### src/inc/rtc_pkg.sv
// package: register map, field layout, timing and state types of the time-of-week counter
package rtc_pkg;

  // timing
  localparam int unsigned CLK_HZ        = 100_000_000;  // system clock rate
  localparam int unsigned SUB_HZ        = 32_768;       // subclock rate
  localparam int unsigned QUARTER_MS    = 250;          // shortest periodic interval
  localparam int unsigned BUSY_US       = 62_500;       // update delay after busy rises
  localparam int unsigned SUB_CYC_DEF   = CLK_HZ / SUB_HZ;                      // rounds down
  localparam int unsigned QUARTER_DEF   = QUARTER_MS * SUB_HZ / 1_000;          // subticks
  localparam int unsigned BUSY_DEF      = (BUSY_US / 125) * SUB_HZ / 8_000;    // subticks

  // widths of the prescaler counters and of the flag registers
  localparam int unsigned SUB_W  = 12;
  localparam int unsigned QTR_W  = 14;  // must hold the full quarter count of 8192
  localparam int unsigned BUSY_W = 12;
  localparam int unsigned FLG_W  = 7;

  // register byte addresses
  localparam logic [7:0] ADR_SEC    = 8'h00;  // seconds_count_reg / free counter
  localparam logic [7:0] ADR_MIN    = 8'h04;  // minutes_count_reg
  localparam logic [7:0] ADR_HR     = 8'h08;  // hours_count_reg
  localparam logic [7:0] ADR_WDAY   = 8'h0C;  // weekday_count_reg
  localparam logic [7:0] ADR_CTL1   = 8'h10;  // clock_control_first
  localparam logic [7:0] ADR_IRQEN  = 8'h14;  // periodic_irq_enable_reg
  localparam logic [7:0] ADR_CSSEL  = 8'h18;  // clock_source_select_reg
  localparam logic [7:0] ADR_FLAG   = 8'h1C;  // periodic_irq_flag_reg
  localparam logic [7:0] ADR_FLGCLR = 8'h20;  // write-one-to-clear alias of the flags
  localparam logic [7:0] ADR_SYSEN  = 8'h24;  // system_irq_enable_reg

  // clock_control_first fields
  localparam int unsigned CTL_RUN   = 7;  // counting runs
  localparam int unsigned CTL_HR24  = 6;  // 1: 00-23, 0: 00-11
  localparam int unsigned CTL_INTE  = 5;  // 1: flags at end of busy, 0: at its start
  localparam int unsigned CTL_CLR   = 4;  // write 1: reset the clock counters
  localparam int unsigned BUSY_BIT  = 7;  // update_in_progress in each time register

  // flag / enable bit positions
  localparam int unsigned EV_Q025 = 0;
  localparam int unsigned EV_Q05  = 1;
  localparam int unsigned EV_SEC  = 2;
  localparam int unsigned EV_MIN  = 3;
  localparam int unsigned EV_HR   = 4;
  localparam int unsigned EV_DAY  = 5;
  localparam int unsigned EV_WEEK = 6;

  // constants of the count ranges
  localparam logic [6:0] BCD_59    = 7'h59;
  localparam logic [6:0] BCD_23    = 7'h23;
  localparam logic [6:0] BCD_11    = 7'h11;
  localparam logic [3:0] BCD_NINE  = 4'h9;
  localparam logic [2:0] WDAY_LAST = 3'h6;
  localparam logic [2:0] CS_SUBCLK = 3'h0;  // subclock selected: time counting
  localparam logic [1:0] QIDX_LAST = 2'h3;

  // complete state of the block
  typedef struct packed {
    logic [SUB_W-1:0]  subCnt;    // clk cycles within one subclock period
    logic [QTR_W-1:0]  qCnt;      // subticks within a quarter second
    logic [1:0]        qIdx;      // quarter within the second
    logic              busy;      // update in progress
    logic [BUSY_W-1:0] busyCnt;   // subticks since busy rose
    logic [6:0]        sec;       // bcd seconds
    logic [6:0]        min;       // bcd minutes
    logic [5:0]        hr;        // bcd hours
    logic [2:0]        wday;      // binary day of week
    logic [7:0]        frc;       // free-running counter
    logic              run;
    logic              hr24;
    logic              intEnd;
    logic [2:0]        csSel;
    logic [FLG_W-1:0]  irqEn;
    logic [FLG_W-1:0]  flags;
    logic              sysIrqEn;
    logic              pready;
    logic              pslverr;
    logic [31:0]       prdata;
  } rtc_state_t;

  // apb request bundle
  typedef struct packed {
    logic        psel;
    logic        penable;
    logic        pwrite;
    logic [7:0]  paddr;
    logic [31:0] pwdata;
  } apb_req_t;

endpackage : rtc_pkg

### src/logic/bcd_time_of_week_counter.sv
// time-of-week counter with periodic interrupts and free-running mode, apb slave
//
// Decided for this implementation: the register offsets and the APB slave port.
module bcd_time_of_week_counter
  import rtc_pkg::*;
#(
  parameter logic [SUB_W-1:0]  SUB_CYC  = SUB_W'(SUB_CYC_DEF),  // clk cycles per subtick
  parameter logic [QTR_W-1:0]  QUARTER  = QTR_W'(QUARTER_DEF),  // subticks per quarter
  parameter logic [BUSY_W-1:0] BUSY_SUB = BUSY_W'(BUSY_DEF)     // subticks of busy
)
(
  // clock and reset
  input  wire logic        clk,
  input  wire logic        rst,
  // apb slave
  input  wire logic        psel,
  input  wire logic        penable,
  input  wire logic        pwrite,
  input  wire logic [7:0]  paddr,
  input  wire logic [31:0] pwdata,
  output logic             pready,
  output logic [31:0]      prdata,
  output logic             pslverr,
  // interrupt
  output logic             irq
);

  localparam rtc_state_t RESET_ST = '0;  // every field zero, counting stopped

  rtc_state_t st;        // registered state
  rtc_state_t nxt_st;    // next state
  apb_req_t   req;       // bundled request
  logic       subTick;   // one subclock period elapsed
  logic       timeMode;  // subclock selected
  logic       wrDone;    // write completes this edge
  logic       updEv;     // time registers change this edge
  logic [7:0] secStep;   // {carry, next seconds}
  logic [7:0] minStep;   // {carry, next minutes}
  logic [7:0] hrStep;    // {carry, next hours}
  logic       dayCarry;  // weekday wraps
  logic [FLG_W-1:0] carryEv;  // events of the coming update
  logic [FLG_W-1:0] ev;       // events this cycle
  logic [FLG_W-1:0] clr;      // flags cleared by software

  // one bcd step with wrap at top; top value gives zero and carry
  function automatic logic [7:0] bcdStep(input logic [6:0] v, input logic [6:0] top);
    logic [7:0] r;
    r = '0;
    if (v == top)
      r = {1'b1, 7'h00};
    else if (v[3:0] == BCD_NINE)
      r = {1'b0, 3'(v[6:4] + 3'h1), 4'h0};
    else
      r = {1'b0, v[6:4], 4'(v[3:0] + 4'h1)};
    return r;
  endfunction : bcdStep

  assign req = '{psel: psel, penable: penable, pwrite: pwrite, paddr: paddr, pwdata: pwdata};

  // carries of the next one-second update, from present values
  always_comb
  begin
    secStep  = bcdStep(st.sec, BCD_59);
    minStep  = bcdStep(st.min, BCD_59);
    hrStep   = bcdStep({1'b0, st.hr}, st.hr24 ? BCD_23 : BCD_11);
    dayCarry = (st.wday == WDAY_LAST);
    carryEv  = '0;
    carryEv[EV_SEC]  = 1'b1;
    carryEv[EV_MIN]  = secStep[7];
    carryEv[EV_HR]   = secStep[7] & minStep[7];
    carryEv[EV_DAY]  = secStep[7] & minStep[7] & hrStep[7];
    carryEv[EV_WEEK] = secStep[7] & minStep[7] & hrStep[7] & dayCarry;
  end

  // all next-state logic: prescaler, counting, flags, registers
  always_comb
  begin
    nxt_st   = st;
    ev       = '0;
    clr      = '0;
    updEv    = 1'b0;
    timeMode = (st.csSel == CS_SUBCLK);
    wrDone   = req.psel & req.penable & req.pwrite & st.pready;
    // subclock prescaler runs always; nothing here depends on the cpu clock state
    subTick       = (st.subCnt == SUB_CYC - SUB_W'(1));
    nxt_st.subCnt = subTick ? '0 : SUB_W'(st.subCnt + SUB_W'(1));

    if (timeMode)
    begin
      // time counting: quarter ticks, then busy window, then the update
      if (st.run && subTick)
      begin
        if (st.qCnt == QUARTER - QTR_W'(1))
        begin
          nxt_st.qCnt = '0;
          nxt_st.qIdx = 2'(st.qIdx + 2'h1);
          ev[EV_Q025] = 1'b1;
          ev[EV_Q05]  = st.qIdx[0];
          if (st.qIdx == QIDX_LAST)
          begin
            nxt_st.busy    = 1'b1;
            nxt_st.busyCnt = '0;
            if (!st.intEnd)
              ev = ev | carryEv;
          end
        end
        else
          nxt_st.qCnt = QTR_W'(st.qCnt + QTR_W'(1));
        if (st.busy)
        begin
          if (st.busyCnt == BUSY_SUB - BUSY_W'(1))
          begin
            // registers change only here, with busy falling in the same edge
            updEv       = 1'b1;
            nxt_st.busy = 1'b0;
            nxt_st.sec  = secStep[6:0];
            if (secStep[7])
              nxt_st.min = minStep[6:0];
            if (secStep[7] && minStep[7])
              nxt_st.hr = hrStep[5:0];
            if (carryEv[EV_DAY])
              nxt_st.wday = dayCarry ? 3'h0 : 3'(st.wday + 3'h1);
            if (st.intEnd)
              ev = ev | carryEv;
          end
          else
            nxt_st.busyCnt = BUSY_W'(st.busyCnt + BUSY_W'(1));
        end
      end
    end
    else if (st.run && subTick)
      nxt_st.frc = 8'(st.frc + 8'h01);

    // apb: one wait state, data latched in the first access cycle
    nxt_st.pready  = 1'b0;
    nxt_st.pslverr = 1'b0;
    if (req.psel && req.penable && !st.pready)
    begin
      nxt_st.pready = 1'b1;
      nxt_st.prdata = '0;
      unique case (req.paddr)
        ADR_SEC:    nxt_st.prdata[7:0] = timeMode ? {st.busy, st.sec} : st.frc;
        ADR_MIN:    nxt_st.prdata[7:0] = {st.busy, st.min};
        ADR_HR:     nxt_st.prdata[7:0] = {st.busy, 1'b0, st.hr};
        ADR_WDAY:   nxt_st.prdata[7:0] = {st.busy, 4'h0, st.wday};
        ADR_CTL1:   nxt_st.prdata[7:0] = {st.run, st.hr24, st.intEnd, 5'h00};
        ADR_IRQEN:  nxt_st.prdata[FLG_W-1:0] = st.irqEn;
        ADR_CSSEL:  nxt_st.prdata[2:0] = st.csSel;
        ADR_FLAG:   nxt_st.prdata[FLG_W-1:0] = st.flags;
        ADR_FLGCLR: nxt_st.prdata = '0;                         // write-only, reads zero
        ADR_SYSEN:  nxt_st.prdata[0] = st.sysIrqEn;
        default:    nxt_st.pslverr = 1'b1;                      // unmapped address
      endcase
    end

    // register writes take effect at the completing edge, over the counting
    if (wrDone)
    begin
      unique case (req.paddr)
        ADR_SEC:
        begin
          if (timeMode)
            nxt_st.sec = req.pwdata[6:0];
          else
            nxt_st.frc = req.pwdata[7:0];
        end
        ADR_MIN:    nxt_st.min = req.pwdata[6:0];
        ADR_HR:     nxt_st.hr = req.pwdata[5:0];
        ADR_WDAY:   nxt_st.wday = req.pwdata[2:0];
        ADR_CTL1:
        begin
          nxt_st.run    = req.pwdata[CTL_RUN];
          nxt_st.hr24   = req.pwdata[CTL_HR24];
          nxt_st.intEnd = req.pwdata[CTL_INTE];
          if (req.pwdata[CTL_CLR])
          begin
            // counter reset: time, free counter, quarter phase and busy restart; subCnt keeps running
            nxt_st.sec     = '0;
            nxt_st.min     = '0;
            nxt_st.hr      = '0;
            nxt_st.wday    = '0;
            nxt_st.frc     = '0;
            nxt_st.qCnt    = '0;
            nxt_st.qIdx    = '0;
            nxt_st.busy    = 1'b0;
            nxt_st.busyCnt = '0;
          end
        end
        ADR_IRQEN:  nxt_st.irqEn = req.pwdata[FLG_W-1:0];
        ADR_CSSEL:  nxt_st.csSel = req.pwdata[2:0];
        ADR_FLAG:   clr = ~req.pwdata[FLG_W-1:0];
        ADR_FLGCLR: clr = req.pwdata[FLG_W-1:0];
        ADR_SYSEN:  nxt_st.sysIrqEn = req.pwdata[0];
        default:    nxt_st.pslverr = 1'b0;                      // nothing stored
      endcase
    end

    // sticky flags: clear first so that a same-cycle event still sets
    nxt_st.flags = (st.flags & ~clr) | (ev & st.irqEn);
  end

  // single state register
  always_ff @(posedge clk)
  begin
    if (rst)
      st <= RESET_ST;
    else
      st <= nxt_st;
  end

  // outputs
  assign pready  = st.pready;
  assign prdata  = st.prdata;
  assign pslverr = st.pslverr;
  assign irq     = st.sysIrqEn & |(st.flags & st.irqEn);
endmodule : bcd_time_of_week_counter

### config.mk
export PLATFORM = sky130hd
export DESIGN_NAME = bcd_time_of_week_counter
export DESIGN_NICKNAME = d
export VERILOG_FILES = /design/src/inc/rtc_pkg.sv /design/src/logic/bcd_time_of_week_counter.sv
export SDC_FILE = /design/constraint.sdc
export NUM_CORES = 1
export LEC_CHECK = 0
export ABC_CLOCK_PERIOD_IN_PS = 2100
export BUFFER_PORTS_ARGS = -buffer_cell sky130_fd_sc_hd__buf_2
export CORE_ASPECT_RATIO = 0.7
export CORE_UTILIZATION = 50
export DETAILED_ROUTE_END_ITERATION = 7
export PLACE_DENSITY = 0.69
export SYNTH_ARGS = -nofsm -noshare
export SYNTH_HDL_FRONTEND = slang
export SYNTH_SLANG_ARGS = --single-unit
### constraint.sdc
create_clock -name clk -period 2.1 [get_ports clk]
set_input_delay 0.42 -clock clk [delete_from_list [all_inputs] [get_ports clk]]
set_output_delay 0.42 -clock clk [all_outputs]
set_load 0.01 [all_outputs]
==> run metrics, run 1 <==
Clock Skew 0.00926 ns; Die W 137 um; Initial Util 51.4%; final worst path period need 2.17 ns; Fillers 1047; synthesized flop and latch total 103; Cell Pwr Density 506 nW/um^2; global-route wire length before repair 32.1 mm; Clock Sinks 103; maximum vdd ir drop 0.360 mV; Post-synth EDFFs 0; Setup TNS Final -0.197 ns; Util after Layout 65.0%; Post-Syn Instances 810; CTS Hold Bufs 0; Via Count 6809; yosys warns 0; outcome complete, but fails checks; Placeable Area 12500 um^2; DRT Pass-1 Iters 5; Post-Synth XOR/XNOR Area 3.00%; Synth Area in Adders 3.32%; main combinational cell family by area after synthesis simple AND/OR/NAND/NOR gates; Clock Tree Root clkbuf_16; non-filler cells in the finished layout 1088; LEAKAGE 3.12 nW; gr ovfl total 0; CTS tree built; via density per instance 6.26; post-DR wirelength/cell 19.0 um; Setup CP Type register to register; Final Cycle Share 103%; CP arrival 2.43 ns; largest net degree at the start of global routing 18; Compound-Gate Fraction of Synth Area 18.1%; placed insts 1070; CTS Buf Count 9; Final setup viols 6; Ports 80; DIE AREA 13300 um^2; worst-path fanout max 5; all-layer global routing usage 31.1%; sequential area share after synthesis 32.2%; Synth Cell Area 6410 um^2; share of layout cells above drive strength 1 26.2%; Netlist cell types 70; Final Hold Fails 0; Slew HR 55.1%; Final nets 983; Max Fclk 0.461 GHz; most frequent cells in the layout buf_4 (115), nand2_1 (101), dfxtp_1 (97), nor2_1 (64), a21oi_1 (44); vias in the first global route 6173; gpl congestion 1.01; hold crit path type input port to register; startpoint class of the critical path register; antenna violations before repair 0; Die Span Y 96.8 um; mux cell area share after synthesis 6.71%; Req. time, crit path 2.36 ns; syn_area_per_cell 7.92 um^2; Clock Path Buffers 2; PortBufs 31; Worst-Margin Slew 0.666 ns; Max-cap violations 0; Antenna Cells 0; Layout area overhead 26.3%; RSZ-0062 raised after global routing yes; drt drc 0; Post-synth top flop dfxtp_1; Synth Area in Simple Gates 29.2%; DRT Wirelength 20.7 mm; asr flop ratio synth 0%; worst hold slack 0.387 ns; Detail Route Antenna Nets 0; most common cell after layout, fill and taps aside buf_4; final total power 4.09 mW; CP endpoint kind register; CTS H-tree lvls 3; dpl hpwl 15.6 mm; Iteration-0 DRC Markers 668; Rows 34; worst setup slack after layout -0.0679 ns; Final Max Tran Viols 0; worst skew pair latency 0.35 ns; Reg clk slew, reported paths 0.08 ns; failing checks setup timing
[path summary, 6_finish.rpt]
| path | from | to | slack, ns | cells after the start |
|---|---|---|---|---|
| max | st[115] | st[68] | -0.07 | 9 |
| min | pwdata[7] | st[54] | 0.39 | 3 |
| max reg2reg | st[115] | st[68] | -0.07 | 9 |
| min reg2reg | prdata[0] | prdata[0] | 0.45 | 2 |
[cells in the mapped netlist (13+ instances only)]
cell type  number  area share [%]
xnor2_1        13             1.8
nand3_1        40             3.1
o21ai_0        34             2.7
nor3_1         18             1.4
nand4_1        23             2.2
nor4_1         16             1.6
a21oi_1        47             3.7
nor2_1         65             3.8
ha_1           17             3.3
nand2_1       101             5.9
mux2i_1        34             5.3
buf_4          32             3.7
a31oi_1        15             1.5
dfxtp_1       103              32
clkbuf_1       42             2.5
[cell families after synthesis]
| logic type | count (synthesis) |
|---|---|
| and+or+nand+nor | 354 |
| AOI/OAI and AO/OA | 178 |
| DFF | 103 |
| buffers and inverters | 93 |
| muxes | 42 |
| xor gates and xnor gates | 22 |
| adders and majority gates | 17 |
| other | 1 |
[through the flow]
stage	instance area (um^2)	setup WS, ns
floorplan	6580	-0.0268
global placement	7480	-0.103
detailed placement	7480	-0.133
CTS	7890	-0.0182
global route	8100	-0.155
finish	8100	-0.0679
[critical path: stages, from the launching register on]
cell and delay (ns):
dfxtp_2 0.33, inv_2 0.06, ha_4 0.12, nand4b_1 0.11, buf_4 0.17, nor4_4 0.28, buf_6 0.18, nand3_4 0.08
or4b_4 0.49, a311oi_2 0.26
[sequential cells by signal, summed over array words and instances, names as in the netlist]
signal	flops
st	93
prdata	8
pslverr	1
pready	1
[cell type report]
cell class | count | area [um^2] | share of cell area (%)
Clock inverter | 4 | 35.0 | 0.433
Tap cell | 162 | 203 | 2.50
Timing Repair Buffer | 157 | 1200 | 14.8
Clock buffer | 12 | 267 | 3.29
Multi-Input combinational cell | 637 | 4280 | 52.8
Sequential cell | 103 | 2070 | 25.6
Inverter | 13 | 48.8 | 0.603
[metal layers]
layer	up-vias	wire length, um	global-route usage [%]
li1	3162	-	-
met1	3261	9200	45.3
met2	339	8810	44.3
met3	47	2230	8.75
met4	0	444	8.71
met5	-	0	0
[power by group]
part           leakage [nW]  switching [mW]  internal [mW]
clock                 0.143           0.795          0.916
sequential            0.835          0.0219           1.98
combinational          2.14           0.228          0.152
total                  3.12            1.05           3.05
[repair_timing]
item / in CTS / in global routing
resized for setup: 20 / 48
pin swaps: 8 / 23
setup buffers: 2 / 0
setup endpoints to repair: 29 / 45
Power figures use the tool's default switching activity.
==> inputs of run 2 (changes only) <==
--- a/config.mk
+++ b/config.mk
@@ -8,9 +8,9 @@
 export ABC_CLOCK_PERIOD_IN_PS = 2100
 export BUFFER_PORTS_ARGS = -buffer_cell sky130_fd_sc_hd__buf_2
 export CORE_ASPECT_RATIO = 0.7
-export CORE_UTILIZATION = 50
+export CORE_UTILIZATION = 53
 export DETAILED_ROUTE_END_ITERATION = 7
-export PLACE_DENSITY = 0.69
+export PLACE_DENSITY = 0.73
 export SYNTH_ARGS = -nofsm -noshare
 export SYNTH_HDL_FRONTEND = slang
 export SYNTH_SLANG_ARGS = --single-unit
==> run 2 against run 1 <==
  * The flow still finishes with violations (setup timing)
  * Critical path depth shrank 2
  * Maximum frequency shrank 2.8%
  * Non-clock buffer count grew 9
  * Hold slack gained 0.013 ns
  * Register-to-register slack lost 0.06 ns
  * Core utilization grew 5.3 points
  * Cell area grew 1.8%
  * Critical endpoint is now st[93]
  * Highest routed layer unchanged
==> run metrics, run 2 (synthesis gave the netlist of run 1 again) <==
total net switching power 1.01 mW (was 1.05 mW); Internal 3.02 mW (was 3.05 mW); Ports 80 (unchanged); antenna violations before repair 0 (unchanged); Clock Sinks 103 (unchanged); LEAKAGE 3.23 nW (was 3.12 nW); Max-cap violations 0 (unchanged); Die Span Y 94.0 um (was 96.8 um); final total power 4.03 mW (was 4.09 mW); Seq pwr share 50.0% (was 48.9%); Reg clk slew, reported paths 0.07 ns (was 0.08 ns); Largest Register st (unchanged); R2R Path Start st[51] (was st[115]); Final Hold Fails 0 (unchanged); DRT Wirelength 21.2 mm (was 20.7 mm); switch share 25.1% (was 25.5%); maximum vdd ir drop 0.400 mV (was 0.360 mV); post-DR wirelength/cell 19.4 um (was 19.0 um); Die W 133 um (was 137 um); global-route wire length before repair 31.4 mm (was 32.1 mm); CTS H-tree lvls 3 (unchanged); startpoint class of the critical path register (unchanged); largest net degree at the start of global routing 24 (was 18); final worst path period need 2.23 ns (was 2.17 ns); Worst Hold Path Cells 3 (unchanged); gr ovfl total 0 (unchanged); Final Max Tran Viols 0 (unchanged); worst reg-to-reg setup slack -0.13 ns (was -0.07 ns); Final setup viols 28 (was 6); r2r endpoint st[93] (was st[68]); Setup CP Type register to register (unchanged); CTS Buf Count 9 (unchanged); CTS Hold Bufs 0 (unchanged); Initial Util 54.7% (was 51.4%); Clock Power Share 40.9% (was 41.8%); Rows 33 (was 34); Iteration-0 DRC Markers 629 (was 668); register area 2070 um^2 (unchanged); drt drc 0 (unchanged); share of layout cells above drive strength 1 28.1% (was 26.2%); max reg flops 93 (unchanged); via density per instance 6.33 (was 6.26); Endpoint, Worst Hold st[62] (was st[54]); Worst-Margin Slew 0.725 ns (was 0.666 ns); Fillers 896 (was 1047); DRT Pass-1 Iters 5 (unchanged); PortBufs 31 (unchanged); area of the multi-input gates 4360 um^2 (was 4280 um^2); Final nets 992 (was 983); Req. time, crit path 2.38 ns (was 2.36 ns); CP endpoint kind register (unchanged); Placeable Area 11700 um^2 (was 12500 um^2); Via Count 6900 (was 6809); failing checks setup timing (unchanged); Clock Path Buffers 2 (unchanged); Clock Skew 0.00453 ns (was 0.00926 ns); Antenna Cells 0 (unchanged); Final Cycle Share 106% (was 103%); Cell Pwr Density 489 nW/um^2 (was 506 nW/um^2); most common cell after layout, fill and taps aside buf_4 (unchanged); RSZ-0062 raised after global routing yes (unchanged); gpl congestion 1.02 (was 1.01); dpl hpwl 15.1 mm (was 15.6 mm); CTS tree built (unchanged); Layout area overhead 28.5% (was 26.3%); r2r worst-path depth 7 (was 9); worst setup slack after layout -0.131 ns (was -0.0679 ns); Setup TNS Final -1.25 ns (was -0.197 ns); hold crit path type input port to register (unchanged); Slew HR 51.1% (was 55.1%); vias in the first global route 6246 (was 6173); most frequent cells in the layout buf_4 (118), nand2_1 (99), dfxtp_1 (97), nor2_1 (64), a21oi_1 (41) (was buf_4 (115), nand2_1 (101), dfxtp_1 (97), nor2_1 (64), a21oi_1 (44)); Worst Hold Launch pwdata[7] (unchanged); Detail Route Antenna Nets 0 (unchanged); Max Fclk 0.448 GHz (was 0.461 GHz); all-layer global routing usage 32.3% (was 31.1%); worst-path fanout max 6 (was 5); outcome complete, but fails checks (unchanged); DIE AREA 12600 um^2 (was 13300 um^2); Combinational Power Share 9.1% (was 9.3%); CP arrival 2.51 ns (was 2.43 ns); worst skew pair latency 0.35 ns (about the same); Clock Tree Root clkbuf_16 (unchanged)
-- run 2: routing by layer --
layer  part of all wire, %  global-route usage (%)
met5                     0                       0
met4                   2.7                    12.1
met3                    12                    10.2
met2                    44                    47.8
met1                    42                    43.7
-- run 2: layout make-up --
cell class | instances | area share (%)
multi-input cells | 637 | 52.9
flip-flops and latches | 103 | 25.1
repair buffers | 166 | 15.6
clock buffers | 12 | 3.23
well taps | 157 | 2.38
inverters | 13 | 0.592
clock inverters | 2 | 0.197
-- run 2: repair_timing --
action | in CTS | in global routing
gates resized for setup | 33 | 61
gates cloned | 0 | 1
endpoints found under the setup margin | 30 | 52
pin swaps | 16 | 41
setup buffers | 6 | 12
-- run 2: how the worst max path moves through the flow --
stage	start	to	slack (ns)	cells past startpoint
2_1_floorplan	st[51]	st[68]	-0.03	6
3_3_place_gp	st[115]	st[95]	-0.17	8
3_5_place_dp	st[115]	st[95]	-0.28	8
4_1_cts	st[115]	st[68]	-0.07	9
5_1_grt	st[115]	st[96]	-0.22	11
6_report	st[51]	st[93]	-0.13	7
-- run 2: power by group through the flow --
stage | combinational [mW] | clock (mW) | sequential [mW]
after floorplan | 0.210 | 0 | 2.05
after global placement | 0.325 | 0 | 2.05
after detailed placement | 0.337 | 0 | 2.05
after CTS | 0.342 | 1.65 | 2.01
after global routing | 0.392 | 1.72 | 2.02
final | 0.368 | 1.65 | 2.01
-- run 2: through the flow --
step / hold WS [ns] / setup slack, ns / utilization (%) / instances / instance area, um^2
2_1_floorplan: 0.436 / -0.0268 / - / 833 / 6580
6_report: 0.400 / -0.131 / 70.3 / 1090 / 8240
5_1_grt: 0.419 / -0.218 / 70.3 / 1090 / 8240
4_1_cts: 0.391 / -0.0672 / 67.2 / 1079 / 7880
3_5_place_dp: 0.444 / -0.277 / 63.1 / 1059 / 7400
3_3_place_gp: 0.443 / -0.174 / 63.1 / 1059 / 7400
-- run 2: worst max-delay path, cell delays in order (launching register included) --
cell	delay, ns
dfxtp_2	0.32
or3_4	0.39
or4_4	0.55
buf_12	0.17
buf_8	0.13
or3_1	0.31
a21o_1	0.16
a31oi_1	0.12
==> inputs of run 3 (changes only) <==
--- a/config.mk
+++ b/config.mk
@@ -11,6 +11,8 @@
 export CORE_UTILIZATION = 53
 export DETAILED_ROUTE_END_ITERATION = 7
 export PLACE_DENSITY = 0.73
+export SETUP_SLACK_MARGIN = 0.4
 export SYNTH_ARGS = -nofsm -noshare
 export SYNTH_HDL_FRONTEND = slang
 export SYNTH_SLANG_ARGS = --single-unit
+export TNS_END_PERCENT = 5
==> run 3 against run 2 <==
  * The run still ends with setup timing left
  * Total power rose by 0.77%
  * Routed wire length rose by 2.3%
  * Die area did not move
  * Maximum frequency rose by 2.8%
  * Register-to-register slack improved by 0.06 ns
  * Cell count fell by 0.92%
  * Highest routed layer unchanged
  * Sequential share of layout area fell by 0.13 points
  * Setup slack improved by 0.061 ns
  * Global-route usage rose by 2.7 points
==> run metrics, run 3 (synthesis gave the netlist of run 1 again) <==
CP endpoint kind register (unchanged); Ports 80 (unchanged); Die Span Y 94.0 um (unchanged); via density per instance 6.41 (was 6.33); largest net degree at the start of global routing 29 (was 24); CTS tree built (unchanged); critical path startpoint st[115] (was st[51]); Util after Layout 70.8% (was 70.3%); Final setup viols 11 (was 28); r2r endpoint st[74] (was st[93]); Max-cap violations 0 (unchanged); non-filler cells in the finished layout 1080 (was 1090); Final Cycle Share 103% (was 106%); worst-path fanout max 12 (was 6); CTS H-tree lvls 3 (unchanged); share of layout cells above drive strength 1 29.6% (was 28.1%); r2r worst-path depth 9 (was 7); most frequent cells in the layout buf_4 (105), nand2_1 (99), dfxtp_1 (92), nor2_1 (63), a21oi_1 (41) (was buf_4 (118), nand2_1 (99), dfxtp_1 (97), nor2_1 (64), a21oi_1 (41)); Layout area overhead 29.5% (was 28.5%); gpl congestion 0.970 (was 1.02); drt drc 0 (unchanged); antenna violations before repair 0 (unchanged); Final Hold Fails 0 (unchanged); crit path to st[74] (was st[93]); RSZ-0062 raised after global routing yes (unchanged); vias in the first global route 6396 (was 6246); Cell Pwr Density 489 nW/um^2 (about the same); Setup CP Type register to register (unchanged); Fillers 924 (was 896); failing checks setup timing (unchanged); R2R Path Start st[115] (was st[51]); startpoint class of the critical path register (unchanged); Clock Path Buffers 2 (unchanged); Req. time, crit path 2.34 ns (was 2.38 ns); DRT Pass-1 Iters 5 (unchanged); outcome complete, but fails checks (unchanged); CTS Hold Bufs 0 (unchanged); CTS Buf Count 9 (unchanged); most common cell after layout, fill and taps aside buf_4 (unchanged); Worst-Margin Slew 0.634 ns (was 0.725 ns); hold crit path type input port to register (unchanged); Antenna Cells 0 (unchanged); all-layer global routing usage 35.0% (was 32.3%); Clock Tree Root clkbuf_16 (unchanged); Iteration-0 DRC Markers 714 (was 629); CP arrival 2.41 ns (was 2.51 ns); Slew HR 57.7% (was 51.1%); Detail Route Antenna Nets 0 (unchanged); PortBufs 31 (unchanged); Reg clk slew, reported paths 0.07 ns (about the same); LEAKAGE 3.22 nW (was 3.23 nW); Largest Register st (unchanged); area of placed instances 7430 um^2 (was 7400 um^2); DIE AREA 12600 um^2 (unchanged); Final Instance Area 8310 um^2 (was 8240 um^2); maximum vdd ir drop 0.448 mV (was 0.400 mV); gr ovfl total 0 (unchanged); global-route wire length before repair 33.9 mm (was 31.4 mm); Rows 33 (unchanged); Clock Sinks 103 (unchanged); placed insts 1060 (was 1059); Max Fclk 0.461 GHz (was 0.448 GHz); Die W 133 um (unchanged); Placeable Area 11700 um^2 (unchanged); Final nets 980 (was 992); worst skew pair latency 0.35 ns (about the same); Worst Hold Launch pwdata[7] (unchanged); worst reg-to-reg setup slack -0.07 ns (was -0.13 ns); Via Count 6918 (was 6900); Final Max Tran Viols 0 (unchanged); DRT Wirelength 21.7 mm (was 21.2 mm); Initial Util 54.7% (unchanged); post-DR wirelength/cell 20.1 um (was 19.4 um); worst hold slack 0.391 ns (was 0.400 ns); worst setup slack after layout -0.0709 ns (was -0.131 ns); dpl hpwl 16.0 mm (was 15.1 mm); final worst path period need 2.17 ns (was 2.23 ns); Clock Skew 0.00608 ns (was 0.00453 ns); final total power 4.06 mW (was 4.03 mW); max reg flops 93 (unchanged)
-- run 3: cell types whose count changed in the layout (fill, tap and decap cells not counted), sizes merged --
cell      before  now
inv           12   14
clkinvlp       1    2
clkbuf        13   11
buf          165  154
-- run 3: repair_timing --
action	in CTS	in global routing
pin swaps	40	62
setup endpoints to repair	74	83
setup buffers	2	2
resized for setup	65	63
-- run 3: area by class of cell --
type	count	area [um^2]	area share, %
Multi-Input combinational cell	637	4500	54.2
Sequential cell	103	2080	25.0
Timing Repair Buffer	154	1190	14.3
Clock buffer	11	253	3.04
Tap cell	157	196	2.36
Inverter	13	48.8	0.587
Clock inverter	5	40.0	0.482
-- run 3: layer usage --
layer / GRT usage, % / vias up / wire [um]
met2: 52.6 / 416 / 9450
met3: 10.3 / 58 / 2550
li1: - / 3157 / -
met5: 0 / - / 0
met1: 48.5 / 3287 / 9200
met4: 9.47 / 0 / 478
-- run 3: stage by stage --
step | worst slack, ns | TNS (ns)
after floorplan | -0.0268 | -0.0495
after global placement | -0.166 | -2.04
after detailed placement | -0.154 | -2.90
after CTS | -0.0969 | -0.653
after global routing | -0.171 | -3.07
final | -0.0709 | -0.372
-- run 3: critical path, cell delays in order, from the launching register on --
cell and delay, ns:
dfxtp_2 0.33, inv_2 0.06, ha_4 0.13, nand4b_1 0.12
or4_4 0.56, buf_12 0.17, buf_12 0.14, o31ai_4 0.18
nand3_1 0.10, a41o_1 0.26
-- run 3: power by group --
| part | internal, mW | total (mW) | switching [mW] |
|---|---|---|---|
| sequential | 1.98 | 2.01 | 0.0240 |
| clock | 0.881 | 1.68 | 0.796 |
| combinational | 0.142 | 0.376 | 0.234 |
-- run 3: worst min path at each step --
stage | endpoint | slack, ns | cells after the start
after floorplan | st[86] | 0.43 | 1
after global placement | st[86] | 0.44 | 1
after detailed placement | st[86] | 0.45 | 1
after CTS | st[54] | 0.38 | 3
after global routing | st[54] | 0.38 | 3
final | st[54] | 0.39 | 3
